`src/ppport_pkg.sv`:
```
// Package: register map, bit positions and reset values of the printer port
package ppport_pkg;
  localparam int unsigned AddrW = 3;
  // Word indices on the Avalon bus (byte address is four times the index)
  localparam logic [AddrW-1:0] RegData = 3'h0;
  localparam logic [AddrW-1:0] RegStatus = 3'h1;
  localparam logic [AddrW-1:0] RegControl = 3'h2;
  localparam logic [AddrW-1:0] RegMode = 3'h3;
  localparam logic [AddrW-1:0] RegFifo = 3'h4;
  // Control register bit positions
  localparam int unsigned CtlStrobe = 0;
  localparam int unsigned CtlFeed = 1;
  localparam int unsigned CtlInit = 2;
  localparam int unsigned CtlSelect = 3;
  localparam int unsigned CtlIrqEn = 4;
  localparam int unsigned CtlDirIn = 5;
  // Status register bit positions
  localparam int unsigned StFault = 3;
  localparam int unsigned StOnline = 4;
  localparam int unsigned StPaper = 5;
  localparam int unsigned StAck = 6;
  localparam int unsigned StBusy = 7;
  // Mode register: bit 0 selects EPP wait stretching
  localparam int unsigned ModeEpp = 0;
  // Reset values: init low is avoided, control resets to 8'h04 (init high)
  localparam logic [7:0] CtlReset = 8'h04;
  localparam logic [7:0] DataReset = 8'h00;
  localparam logic [7:0] ModeReset = 8'h00;
  // FIFO geometry
  localparam int unsigned FifoWidth = 8;
  localparam int unsigned FifoDepth = 8;
  // EPP strobe pulse length in cycles
  localparam logic [3:0] StrobeCycles = 4'h4;
  typedef enum logic [1:0] {
    PP_IDLE = 2'b00,
    PP_SETUP = 2'b01,
    PP_PULSE = 2'b11,
    PP_WAIT = 2'b10
  } ppport_state_t;
endpackage

```
`src/ppport_fifo_if.sv`:
```
// Interface: valid/ready carrier between the port core and its FIFO
`timescale 1ns/1ps
`default_nettype none
interface ppport_fifo_if;
  logic inValid;
  logic inReady;
  logic [7:0] inData;
  logic outValid;
  logic outReady;
  logic [7:0] outData;
  logic [3:0] level;
  modport fifo (input inValid, input inData, output inReady,
    output outValid, output outData, input outReady, output level);
  modport core (output inValid, output inData, input inReady,
    input outValid, input outData, output outReady, input level);
endinterface
`default_nettype wire

```
`src/ppport_core.sv`:
```
// Module: printer port pin logic with Avalon-MM register slave
//
// Behaviour
// - Line feed output is the inverse of control bit 1.
// - Data strobe output is low while control bit 0 is set or the EPP strobe pulse runs.
// - Valid port data is signalled by an active-low strobe pulse.
// - Status bit 7 reads the inverted busy input.
// - Status bit 6 reads the acknowledge input uninverted.
// - Status bit 5 reads the paper-out input as is.
// - Status bit 4 reads the online input as is.
// - Status bit 3 reads the fault input as is.
// - An 8-bit two-way port data bus carries bytes both ways.
// - In EPP mode the ready line is pulled low to stretch cycles.
// - Select output is the inverse of control bit 3.
// - Init output follows control bit 2 directly.
// - Interrupt output is gated by control bit 4.
`timescale 1ns/1ps
`default_nettype none
module ppport_core (
  input wire logic clk,
  input wire logic rstn,
  // Avalon-MM slave
  input wire logic [ppport_pkg::AddrW-1:0] avsAddress,
  input wire logic avsRead,
  input wire logic avsWrite,
  input wire logic [31:0] avsWritedata,
  input wire logic [3:0] avsByteenable,
  output logic [31:0] avsReaddata,
  output logic avsWaitrequest,
  output logic avsResponseErr,
  // Peripheral side
  output logic line_feed_out_n,
  output logic data_strobe_out_n,
  output logic peripheral_select_out_n,
  output logic peripheral_init_out_n,
  input wire logic peripheral_busy_in,
  input wire logic peripheral_ack_in_n,
  input wire logic paper_out_in,
  input wire logic peripheral_online_in,
  input wire logic peripheral_fault_in_n,
  input wire logic [7:0] port_data_bus_in,
  output logic [7:0] port_data_bus_out,
  output logic port_data_bus_oe,
  output logic port_irq_out,
  output logic channel_ready_out,
  output logic channel_ready_oe
);
  import ppport_pkg::*;

  logic rstSync1_reg;
  logic rstSync2_reg;
  wire rstnInt;
  logic [4:0] pinSync1_reg;
  logic [4:0] pinSync2_reg;
  logic [7:0] dataSync1_reg;
  logic [7:0] dataSync2_reg;
  logic [7:0] ctl_reg;
  logic [7:0] ctl_next;
  logic [7:0] data_reg;
  logic [7:0] mode_reg;
  logic [31:0] rdData_reg;
  logic ackDone_reg;
  logic [3:0] pulseCnt_reg;
  logic pulseStrobe_reg;
  logic [7:0] sendByte_reg;
  ppport_state_t state_reg;
  ppport_state_t state_next;
  ppport_fifo_if fifoBus ();

  // Reset release through two flops; assertion stays asynchronous
  always_ff @(posedge clk or negedge rstn) begin
    if (!rstn) begin
      rstSync1_reg <= 1'b0;
      rstSync2_reg <= 1'b0;
    end else begin
      rstSync1_reg <= 1'b1;
      rstSync2_reg <= rstSync1_reg;
    end
  end
  assign rstnInt = rstSync2_reg;

  // Status pins come from outside, so two flops before any use
  // Reset to idle levels, so no false acknowledge or fault after reset
  always_ff @(posedge clk or negedge rstnInt) begin
    if (!rstnInt) begin
      pinSync1_reg <= 5'h0B;
      pinSync2_reg <= 5'h0B;
    end else begin
      pinSync1_reg <= {peripheral_busy_in, peripheral_ack_in_n, paper_out_in,
        peripheral_online_in, peripheral_fault_in_n};
      pinSync2_reg <= pinSync1_reg;
    end
  end

  // Port data pins, synchronised the same way for reversed reads
  always_ff @(posedge clk or negedge rstnInt) begin
    if (!rstnInt) begin
      dataSync1_reg <= 8'h00;
      dataSync2_reg <= 8'h00;
    end else begin
      dataSync1_reg <= port_data_bus_in;
      dataSync2_reg <= dataSync1_reg;
    end
  end

  // Synchronised status pins
  wire busySync = pinSync2_reg[4];
  wire ackSyncN = pinSync2_reg[3];
  wire paperSync = pinSync2_reg[2];
  wire onlineSync = pinSync2_reg[1];
  wire faultSyncN = pinSync2_reg[0];

  // Status byte: busy inverted, the rest as seen on the pins
  wire [7:0] statusByte;
  assign statusByte[StBusy] = ~busySync;
  assign statusByte[StAck] = ackSyncN;
  assign statusByte[StPaper] = paperSync;
  assign statusByte[StOnline] = onlineSync;
  assign statusByte[StFault] = faultSyncN;
  assign statusByte[2:0] = 3'h0;

  // Bus decode
  wire eppMode = mode_reg[ModeEpp];
  wire dirIn = ctl_reg[CtlDirIn];
  wire hitData = (avsAddress == RegData);
  wire hitStatus = (avsAddress == RegStatus);
  wire hitCtl = (avsAddress == RegControl);
  wire hitMode = (avsAddress == RegMode);
  wire hitFifo = (avsAddress == RegFifo);
  wire hitAny = hitData | hitStatus | hitCtl | hitMode | hitFifo;
  wire lane0 = avsByteenable[0];
  // EPP data writes go through the FIFO and stall while it is full
  wire eppPush = eppMode && hitData && avsWrite && !dirIn;
  wire pushStall = eppPush && !fifoBus.inReady;
  wire reqLive = avsRead | avsWrite;

  // Wait one cycle for every access so read data comes from a flop
  assign avsWaitrequest = reqLive && (!ackDone_reg || pushStall);
  wire accept = reqLive && !avsWaitrequest;
  // Accepted writes and first-cycle reads, one strobe each
  wire wrAccept = accept && avsWrite && lane0;
  wire wrData = wrAccept && hitData;
  wire wrMode = wrAccept && hitMode;
  wire rdFirst = avsRead && !ackDone_reg;
  wire ackSet = reqLive && !accept && !ackDone_reg;
  assign avsReaddata = rdData_reg;
  assign avsResponseErr = 1'b0;

  // Readback mux
  wire [7:0] dataView = dirIn ? dataSync2_reg : data_reg;
  wire [7:0] rdMux = hitData ? dataView :
                     hitStatus ? statusByte :
                     hitCtl ? ctl_reg :
                     hitMode ? mode_reg :
                     hitFifo ? {4'h0, fifoBus.level} : 8'h00;

  // Control register keeps the last write byte lane 0
  assign ctl_next = (avsWrite && hitCtl && lane0 && !avsWaitrequest) ?
                    avsWritedata[7:0] : ctl_reg;

  // One-cycle wait state, cleared as the request is taken
  always_ff @(posedge clk or negedge rstnInt) begin
    if (!rstnInt) begin
      ackDone_reg <= 1'b0;
    end else begin
      ackDone_reg <= ackSet ? 1'b1 : (accept ? 1'b0 : ackDone_reg);
    end
  end

  // Read data from a flop, so it stands while waitrequest is low
  always_ff @(posedge clk or negedge rstnInt) begin
    if (!rstnInt) begin
      rdData_reg <= 32'h00000000;
    end else if (rdFirst) begin
      rdData_reg <= {24'h000000, hitAny ? rdMux : 8'h00};
    end
  end

  // Control register keeps the last write
  always_ff @(posedge clk or negedge rstnInt) begin
    if (!rstnInt) begin
      ctl_reg <= CtlReset;
    end else begin
      ctl_reg <= ctl_next;
    end
  end

  // Output data register
  always_ff @(posedge clk or negedge rstnInt) begin
    if (!rstnInt) begin
      data_reg <= DataReset;
    end else if (wrData) begin
      data_reg <= avsWritedata[7:0];
    end
  end

  // Mode register
  always_ff @(posedge clk or negedge rstnInt) begin
    if (!rstnInt) begin
      mode_reg <= ModeReset;
    end else if (wrMode) begin
      mode_reg <= avsWritedata[7:0];
    end
  end

  // FIFO feeds the EPP byte sender
  assign fifoBus.inValid = eppPush && accept;
  assign fifoBus.inData = avsWritedata[7:0];
  ppport_fifo #(
    .Width(FifoWidth),
    .Depth(FifoDepth)
  ) uFifo (
    .clk(clk),
    .rstn(rstnInt),
    .port(fifoBus.fifo)
  );

  // EPP sender: setup, strobe pulse, then wait for busy to drop
  always_comb begin
    state_next = state_reg;
    case (state_reg)
      PP_IDLE: begin
        if (fifoBus.outValid && eppMode) begin
          state_next = PP_SETUP;
        end
      end
      PP_SETUP: begin
        if (!busySync) begin
          state_next = PP_PULSE;
        end
      end
      PP_PULSE: begin
        if (pulseCnt_reg == 4'h1) begin
          state_next = PP_WAIT;
        end
      end
      PP_WAIT: begin
        if (!busySync) begin
          state_next = PP_IDLE;
        end
      end
      default: begin
        state_next = PP_IDLE;
      end
    endcase
  end
  assign fifoBus.outReady = (state_reg == PP_IDLE) && eppMode;

  wire fifoPop = fifoBus.outValid && fifoBus.outReady;

  // Sender state
  always_ff @(posedge clk or negedge rstnInt) begin
    if (!rstnInt) begin
      state_reg <= PP_IDLE;
    end else begin
      state_reg <= state_next;
    end
  end

  // Byte in flight, taken as the FIFO pops
  always_ff @(posedge clk or negedge rstnInt) begin
    if (!rstnInt) begin
      sendByte_reg <= 8'h00;
    end else if (fifoPop) begin
      sendByte_reg <= fifoBus.outData;
    end
  end

  // Strobe low only after data has had a setup cycle
  always_ff @(posedge clk or negedge rstnInt) begin
    if (!rstnInt) begin
      pulseCnt_reg <= 4'h0;
      pulseStrobe_reg <= 1'b0;
    end else begin
      pulseStrobe_reg <= (state_next == PP_PULSE);
      pulseCnt_reg <= (state_reg == PP_SETUP) ? StrobeCycles :
                      (pulseCnt_reg != 4'h0 ? pulseCnt_reg - 4'h1 : 4'h0);
    end
  end

  // Pin outputs: decode of the control register, with strobe also driven low by the EPP pulse
  assign line_feed_out_n = ~ctl_reg[CtlFeed];
  assign data_strobe_out_n = ~(ctl_reg[CtlStrobe] | pulseStrobe_reg);
  assign peripheral_select_out_n = ~ctl_reg[CtlSelect];
  assign peripheral_init_out_n = ctl_reg[CtlInit];
  // Interrupt follows acknowledge low, gated by the enable bit
  assign port_irq_out = ctl_reg[CtlIrqEn] & ~ackSyncN;

  // Data bus drives unless reversed; EPP shows the byte in flight
  assign port_data_bus_out = eppMode ? sendByte_reg : data_reg;
  assign port_data_bus_oe = ~dirIn;
  // Open-drain ready: driven low only while an EPP push is stalled
  assign channel_ready_out = 1'b0;
  assign channel_ready_oe = pushStall;
endmodule
`default_nettype wire

```
`src/ppport_fifo.sv`:
```
// Module: parameterised flip-flop FIFO with valid/ready on both sides
`timescale 1ns/1ps
`default_nettype none
module ppport_fifo #(
  parameter int unsigned Width = 8,
  parameter int unsigned Depth = 8
) (
  input wire logic clk,
  input wire logic rstn,
  ppport_fifo_if.fifo port
);
  localparam int unsigned PtrW = $clog2(Depth);
  logic [Width-1:0] mem [Depth];
  logic [PtrW-1:0] wrPtr_reg;
  logic [PtrW-1:0] rdPtr_reg;
  logic [PtrW:0] count_reg;
  wire doWrite;
  wire doRead;

  // Handshakes are combinational; full and empty come from the count
  assign port.inReady = (count_reg != Depth[PtrW:0]);
  assign port.outValid = (count_reg != '0);
  assign port.outData = mem[rdPtr_reg];
  assign port.level = 4'(count_reg);
  assign doWrite = port.inValid && port.inReady;
  assign doRead = port.outValid && port.outReady;

  // Storage, written only at the write pointer
  always_ff @(posedge clk) begin
    if (doWrite) begin
      mem[wrPtr_reg] <= port.inData;
    end
  end

  // Pointers wrap at the depth, which need not be a power of two
  always_ff @(posedge clk or negedge rstn) begin
    if (!rstn) begin
      wrPtr_reg <= '0;
      rdPtr_reg <= '0;
      count_reg <= '0;
    end else begin
      if (doWrite) begin
        wrPtr_reg <= (wrPtr_reg == PtrW'(Depth - 1)) ? '0 : wrPtr_reg + 1'b1;
      end
      if (doRead) begin
        rdPtr_reg <= (rdPtr_reg == PtrW'(Depth - 1)) ? '0 : rdPtr_reg + 1'b1;
      end
      count_reg <= count_reg + (PtrW+1)'(doWrite) - (PtrW+1)'(doRead);
    end
  end
endmodule
`default_nettype wire

```
`config.mk`:
```
export PLATFORM = sky130hd
export DESIGN_NAME = ppport_core
export DESIGN_NICKNAME = d
export VERILOG_FILES = /design/src/ppport_pkg.sv /design/src/ppport_fifo_if.sv /design/src/ppport_core.sv /design/src/ppport_fifo.sv
export SDC_FILE = /design/constraint.sdc
export NUM_CORES = 1
export LEC_CHECK = 0
export BUFFER_PORTS_ARGS = -buffer_cell sky130_fd_sc_hd__buf_4
export CAP_MARGIN = 40
export CORE_MARGIN = 10
export CORE_UTILIZATION = 45
export CTS_CLUSTER_DIAMETER = 40
export CTS_CLUSTER_SIZE = 10
export DETAILED_ROUTE_END_ITERATION = 16
export PLACE_DENSITY = 0.75
export SKIP_LAST_GASP = 1
export SLEW_MARGIN = 20
export SYNTH_ARGS = -nofsm -noshare
export SYNTH_HDL_FRONTEND = slang
export SYNTH_SLANG_ARGS = --single-unit
```
`constraint.sdc`:
```
create_clock -name clk -period 3.8 [get_ports clk]
set_input_delay 0.38 -clock clk [delete_from_list [all_inputs] [get_ports clk]]
set_output_delay 0.38 -clock clk [all_outputs]
set_load 0.02 [all_outputs]
```
==> qor.txt, run 1 <==
status -> finished clean
CP required -> 4140 ps
Net Sw Power -> 1.67 mW
Max Clk Rate -> 370 MHz
Post-Route Utilization -> 53.9%
post-synthesis sequential area ratio -> 64.9%
chip width -> 138 um
Clock Tree Root -> clkbuf_16
clock skew -> 9.46 ps
number of synthesized flops with an enable pin -> 64
Final min period -> 2700 ps
crit-path leading delay family -> flip-flops
flop-to-flop setup slack -> 1100 ps
Tot GR Track Use -> 13.1%
Die H -> 138 um
Clk pwr share -> 31.8%
first-pass GRT wire length -> 20,300 um
worst r2r path cells -> 9
Worst Path Buf+Inv -> 2
Slew Limit Fails -> 0
Initial Util -> 45.7%
drt pass-1 iters -> 4
commonest non-fill, non-tap cells in the layout -> dfrtp_1, edfxtp_1, buf_4
DRC Markers -> 0
stages on the worst setup path -> 9
final setup vio count -> 0
commonest non-fill, non-tap cell in the layout -> dfrtp_1
Worst Setup Path Type -> flop to flop
clock buffer depth -> 2
vias in the first global route -> 3,869
max-cap violations -> 0
Crit Reg-Reg Endpoint -> uFifo.port.level[3]$_DFF_PN0_
largest net degree at the start of global routing -> 46
CP Capture Point -> uFifo.port.level[3]$_DFF_PN0_
fin nets -> 577
I/O Buffers -> 52
Pleak -> 3.17 nW
hpwl dp -> 8640 um
die area -> 19,100 sq um
Rows -> 43
Main synth FF type -> dfrtp_1
mean post-synth cell area -> 13.9 sq um
Netlist cell types -> 38
Worst slew margin -> 49.8%
Synthesis Warnings -> 0
DR iter-0 viols -> 290
min-delay worst type -> primary input to flop
smallest hold slack -> 68.5 ps
power per cell area -> 733 nW/um^2
DR vias/cell -> 5.22
synthesized area -> 6290 sq um
crit path capture type -> flop
CP arrival -> 3050 ps
Routed Antenna Nets -> 0
layout cell share with drive strength beyond 1 -> 27.3%
FF+latch count, synth -> 150
Crit. Startpoint -> mode_reg[0]$_DFFE_PN0P_
routed wire length -> 12,300 um
DR WL/cell -> 17.5 um
CP max stage cell -> dfrtp_1
I/O pins -> 106
clk slew on worst S/H paths -> 60 ps
Seq pwr share -> 42.3%
worst-path cell chain -> or3b_2 > a31oi_1 > buf_4 > ha_1 > inv_1 > ha_1 > a21o_1 > a21oi_1 > xor2_1
global route overflow -> 0
Switching Fraction -> 30.6%
core footprint -> 13,800 sq um
CP startpoint kind -> flop
Worst-Margin Slew -> 750 ps
final hold violation count -> 0
Largest register FFs -> 64
Worst R2R Start -> mode_reg[0]$_DFFE_PN0P_
Worst-Skew Late Latency -> 420 ps
clk sinks -> 150
ant diodes -> 0
routability cong. -> 0.834
Final Cycle Share -> 71.2%
asr flop ratio synth -> 57.3%
Area Overhead vs Synth -> 18.1%
post-synthesis cell count -> 451
CTS Buf Count -> 17
via count -> 3,667
Total Neg Setup Slack -> 0 ps
H-tree Lvls -> 4
Pint -> 3.78 mW
RSZ-0062 raised after global routing -> false
CP dominant cell by count -> ha_1
Comb pwr share -> 26.0%
worst vdd ir -> 500 uV
Most flops, register -> uFifo.mem
CTS tree -> done
CP peak stage delay -> 680 ps
post-CTS sizing -> 0
Critical Path Fanout Max -> 21
initial antenna violation count -> 0
[synthesized netlist by cell type, drive strengths merged, types with 7 or more instances]
library cell	instances	area share (%)
inv	18	1.1
nand3	12	1.0
nor2b	7	0.70
dfstp	7	2.9
clkbuf	12	0.72
ha	10	2.0
edfxtp	64	31
nor2	23	1.4
o21ai	18	1.4
nand2	16	0.95
buf	33	3.7
dfrtp	79	31
mux2	41	7.3
nand2b	9	0.89
mux2i	42	6.7
a22oi	18	2.1
[cells by family after synthesis]
kind of cell,synth area share [%]
DFF,64.9
muxes,14.0
xor gates and xnor gates,0.278
AOI/OAI and AO/OA,6.28
buffers and inverters,5.47
other,0.119
adders and majority gates,2.31
and+or+nand+nor,6.62
[layout make-up]
class	instances	area, sq um
Clock buffer	22	517
Clock inverter	10	109
Fill cell	1137	6340
Inverter	18	67.6
Multi-Input combinational cell	263	1960
Sequential cell	150	4090
Tap cell	180	225
Timing Repair Buffer	60	465
[metrics by stage]
step	cells	instance area, sq um	power, mW	worst slack, ps
2_1_floorplan	476	6380	3.26	1240
3_3_place_gp	668	6770	3.69	1040
3_5_place_dp	669	6790	3.75	953
4_1_cts	702	7420	5.49	1090
5_1_grt	703	7430	5.73	986
6_report	703	7430	5.44	1100
[how the worst min path moves through the flow]
stage	from	to	slack (ps)	cells past startpoint
after CTS	peripheral_online_in	pinSync1_reg[1]$_DFF_PN1_	50	1
after global routing	peripheral_ack_in_n	pinSync1_reg[3]$_DFF_PN1_	50	1
after global placement	rstn	rstSync1_reg$_DFF_PN0_	160	1
after detailed placement	rstn	rstSync1_reg$_DFF_PN0_	160	1
final	peripheral_online_in	pinSync1_reg[1]$_DFF_PN1_	70	1
after floorplan	rstn	rstSync1_reg$_DFF_PN0_	80	0
[per-layer routing]
| metal | track usage (%) | vias to the layer above | wire length [um] |
|---|---|---|---|
| li1 | - | 1692 | - |
| met1 | 16.0 | 1843 | 5380 |
| met2 | 21.1 | 115 | 6020 |
| met3 | 3.87 | 17 | 685 |
| met4 | 5.66 | 0 | 184 |
| met5 | 0 | - | 0 |
[repair_timing]
item | 4_1_cts | 5_1_grt
buffers inserted | 0 | 0
hold buffers | 1 | 0
endpoints found under the hold margin | 2 | 0
[power groups by stage]
| stage | Clock, mW | Combinational, mW | Sequential [mW] |
|---|---|---|---|
| after floorplan | 0 | 1.05 | 2.22 |
| after global routing | 1.82 | 1.56 | 2.35 |
| after CTS | 1.76 | 1.43 | 2.30 |
| after global placement | 0 | 1.37 | 2.32 |
| after detailed placement | 0 | 1.42 | 2.33 |
| final | 1.73 | 1.41 | 2.30 |
Note: power is estimated with default switching activity, not from simulation.
==> run 2, diff against run 1 <==
Clock period 3.8 ns to 2.5 ns, I/O delays scaled along.
==> qor.txt, run 2 (synthesis gave the netlist of run 1 again) <==
crit-path leading delay family -> adder cells
post-CTS sizing -> 0 (unchanged)
Largest register FFs -> 64 (unchanged)
clk slew on worst S/H paths -> 60 ps (about the same)
CP peak stage delay -> 490 ps (-190 ps)
Final Cycle Share -> 89.6% (+18 points)
register area -> 4090 sq um (about the same)
Worst slew margin -> 54.9% (+5.1 points)
H-tree Lvls -> 4 (unchanged)
worst vdd ir -> 571 uV (+14%)
Total Neg Setup Slack -> 0 ps (unchanged)
Worst-Margin Slew -> 675 ps (-75.1 ps)
DP Area -> 6880 sq um (+1.4%)
max-cap violations -> 0 (unchanged)
layout cell share with drive strength beyond 1 -> 27.3% (-0.053 points)
Worst-Skew Late Latency -> 410 ps (about the same)
routed wire length -> 13,000 um (+5.6%)
CTS Buf Count -> 17 (unchanged)
Tot GR Track Use -> 13.6% (+0.53 points)
first-pass GRT wire length -> 21,100 um (+3.9%)
largest net degree at the start of global routing -> 45 (-2.2%)
min-delay worst type -> primary input to flop
status -> finished clean
DR vias/cell -> 5.11 (-2.0%)
commonest non-fill, non-tap cell in the layout -> dfrtp_1
die area -> 19,100 sq um (unchanged)
Die H -> 138 um (unchanged)
CP startpoint kind -> flop
initial antenna violation count -> 0 (unchanged)
Fillers -> 1,135 (-0.18%)
DR WL/cell -> 17.8 um (+2.2%)
clock skew -> 7.27 ps (-2.19 ps)
routability cong. -> 0.840 (+0.72%)
RSZ-0062 raised after global routing -> false
power per cell area -> 1070 nW/um^2 (+47%)
Routed Antenna Nets -> 0 (unchanged)
global route overflow -> 0 (unchanged)
I/O pins -> 106 (unchanged)
final setup vio count -> 0 (unchanged)
Clock Tree Root -> clkbuf_16
CP required -> 2800 ps (-1340 ps)
final hold violation count -> 0 (unchanged)
Slew Limit Fails -> 0 (unchanged)
Pleak -> 3.24 nW (+2.3%)
crit path capture type -> flop
CP dominant cell by count -> ha_1
core footprint -> 13,800 sq um (unchanged)
clk sinks -> 150 (unchanged)
clock buffer depth -> 2 (unchanged)
ant diodes -> 0 (unchanged)
CP arrival -> 2540 ps (-510 ps)
Area Overhead vs Synth -> 20.5%
flop-to-flop setup slack -> 260 ps (-840 ps)
Critical Path Fanout Max -> 5 (-76%)
chip width -> 138 um (unchanged)
CTS tree -> done
Post-Route Utilization -> 55.0% (+1.1 points)
vias in the first global route -> 4,033 (+4.2%)
hpwl dp -> 8830 um (+2.2%)
DRC Markers -> 0 (unchanged)
commonest non-fill, non-tap cells in the layout -> dfrtp_1, buf_4, edfxtp_1
Setup Fix Bufs, Post-CTS -> 0 (unchanged)
via count -> 3,710 (+1.2%)
Final min period -> 2240 ps (-464 ps)
Initial Util -> 45.7% (unchanged)
Worst Path Buf+Inv -> 1 (-1)
cts hold-fix bufs -> 14 (+13)
Rows -> 43 (unchanged)
I/O Buffers -> 52 (unchanged)
Multi-input gate area -> 1960 sq um (unchanged)
worst-path cell chain -> or3b_2 > a31oi_1 > ha_1 > inv_1 > ha_1 > fa_1 > xor2_1
drt pass-1 iters -> 4 (unchanged)
fin nets -> 600 (+4.0%)
Max Clk Rate -> 446 MHz (+21%)
DR iter-0 viols -> 309 (+6.6%)
final instance area -> 7580 sq um (+2.0%)
CP max stage cell -> or3b_2
Most flops, register -> uFifo.mem
Worst Setup Path Type -> flop to flop
## run 2: cell types whose count changed in the layout (fill, tap and decap cells not counted), moves of 2 or more
cell | previous run | this run
inv_4 | 3 | 0
clkbuf_1 | 0 | 4
clkbuf_16 | 19 | 17
buf_4 | 58 | 67
clkinv_2 | 1 | 5
inv_6 | 2 | 0
dlygate4sd3_1 | 1 | 14
clkbuf_8 | 3 | 1
## run 2: layout make-up
class	instances	share of cell area (%)
clock buffer	22	5.99
clock inverter	10	1.39
inverter	18	0.891
multi-input combinational	263	25.8
sequential	150	53.9
tap	180	2.97
timing repair buffer	83	9.01
## run 2: routing by layer
layer / track usage, % / vias to the layer above / wire length (um)
met5: 0 / - / 0
met3: 4.11 / 19 / 663
li1: - / 1737 / -
met2: 22.8 / 99 / 6570
met1: 16.0 / 1855 / 5480
met4: 5.38 / 0 / 238
## run 2: report_power, final
part / internal (mW) / switching (mW)
sequential: 3.02 / 0.328
combinational: 1.11 / 1.27
clock: 1.48 / 0.925
total: 5.61 / 2.53
## run 2: per-stage QoR
stage / cells / setup slack, ps / hold slack (ps) / total power, mW
6_report: 726 / 259 / 108 / 8.14
3_3_place_gp: 680 / 383 / 32.2 / 5.65
3_5_place_dp: 680 / 271 / 33.7 / 5.75
4_1_cts: 726 / 248 / 88.6 / 8.20
2_1_floorplan: 476 / 194 / -45.6 / 4.96
5_1_grt: 726 / 122 / 99.4 / 8.57
## run 2: final timing paths
check	startpoint	cells past startpoint	endpoint
worst max-delay path	state_reg[0]$_DFF_PN0_	7	uFifo.port.level[2]$_DFF_PN0_
worst min-delay path	avsWritedata[7]	1	uFifo.mem[0][7]$_DFFE_PP_
worst max register to register	state_reg[0]$_DFF_PN0_	7	uFifo.port.level[2]$_DFF_PN0_
worst min register to register	rstSync2_reg$_DFF_PN0_	0	sendByte_reg[3]$_DFFE_PN0P_
max in group asynchronous	rstSync2_reg$_DFF_PN0_	1	pinSync2_reg[1]$_DFF_PN1_
min in group asynchronous	rstn	2	rstSync2_reg$_DFF_PN0_
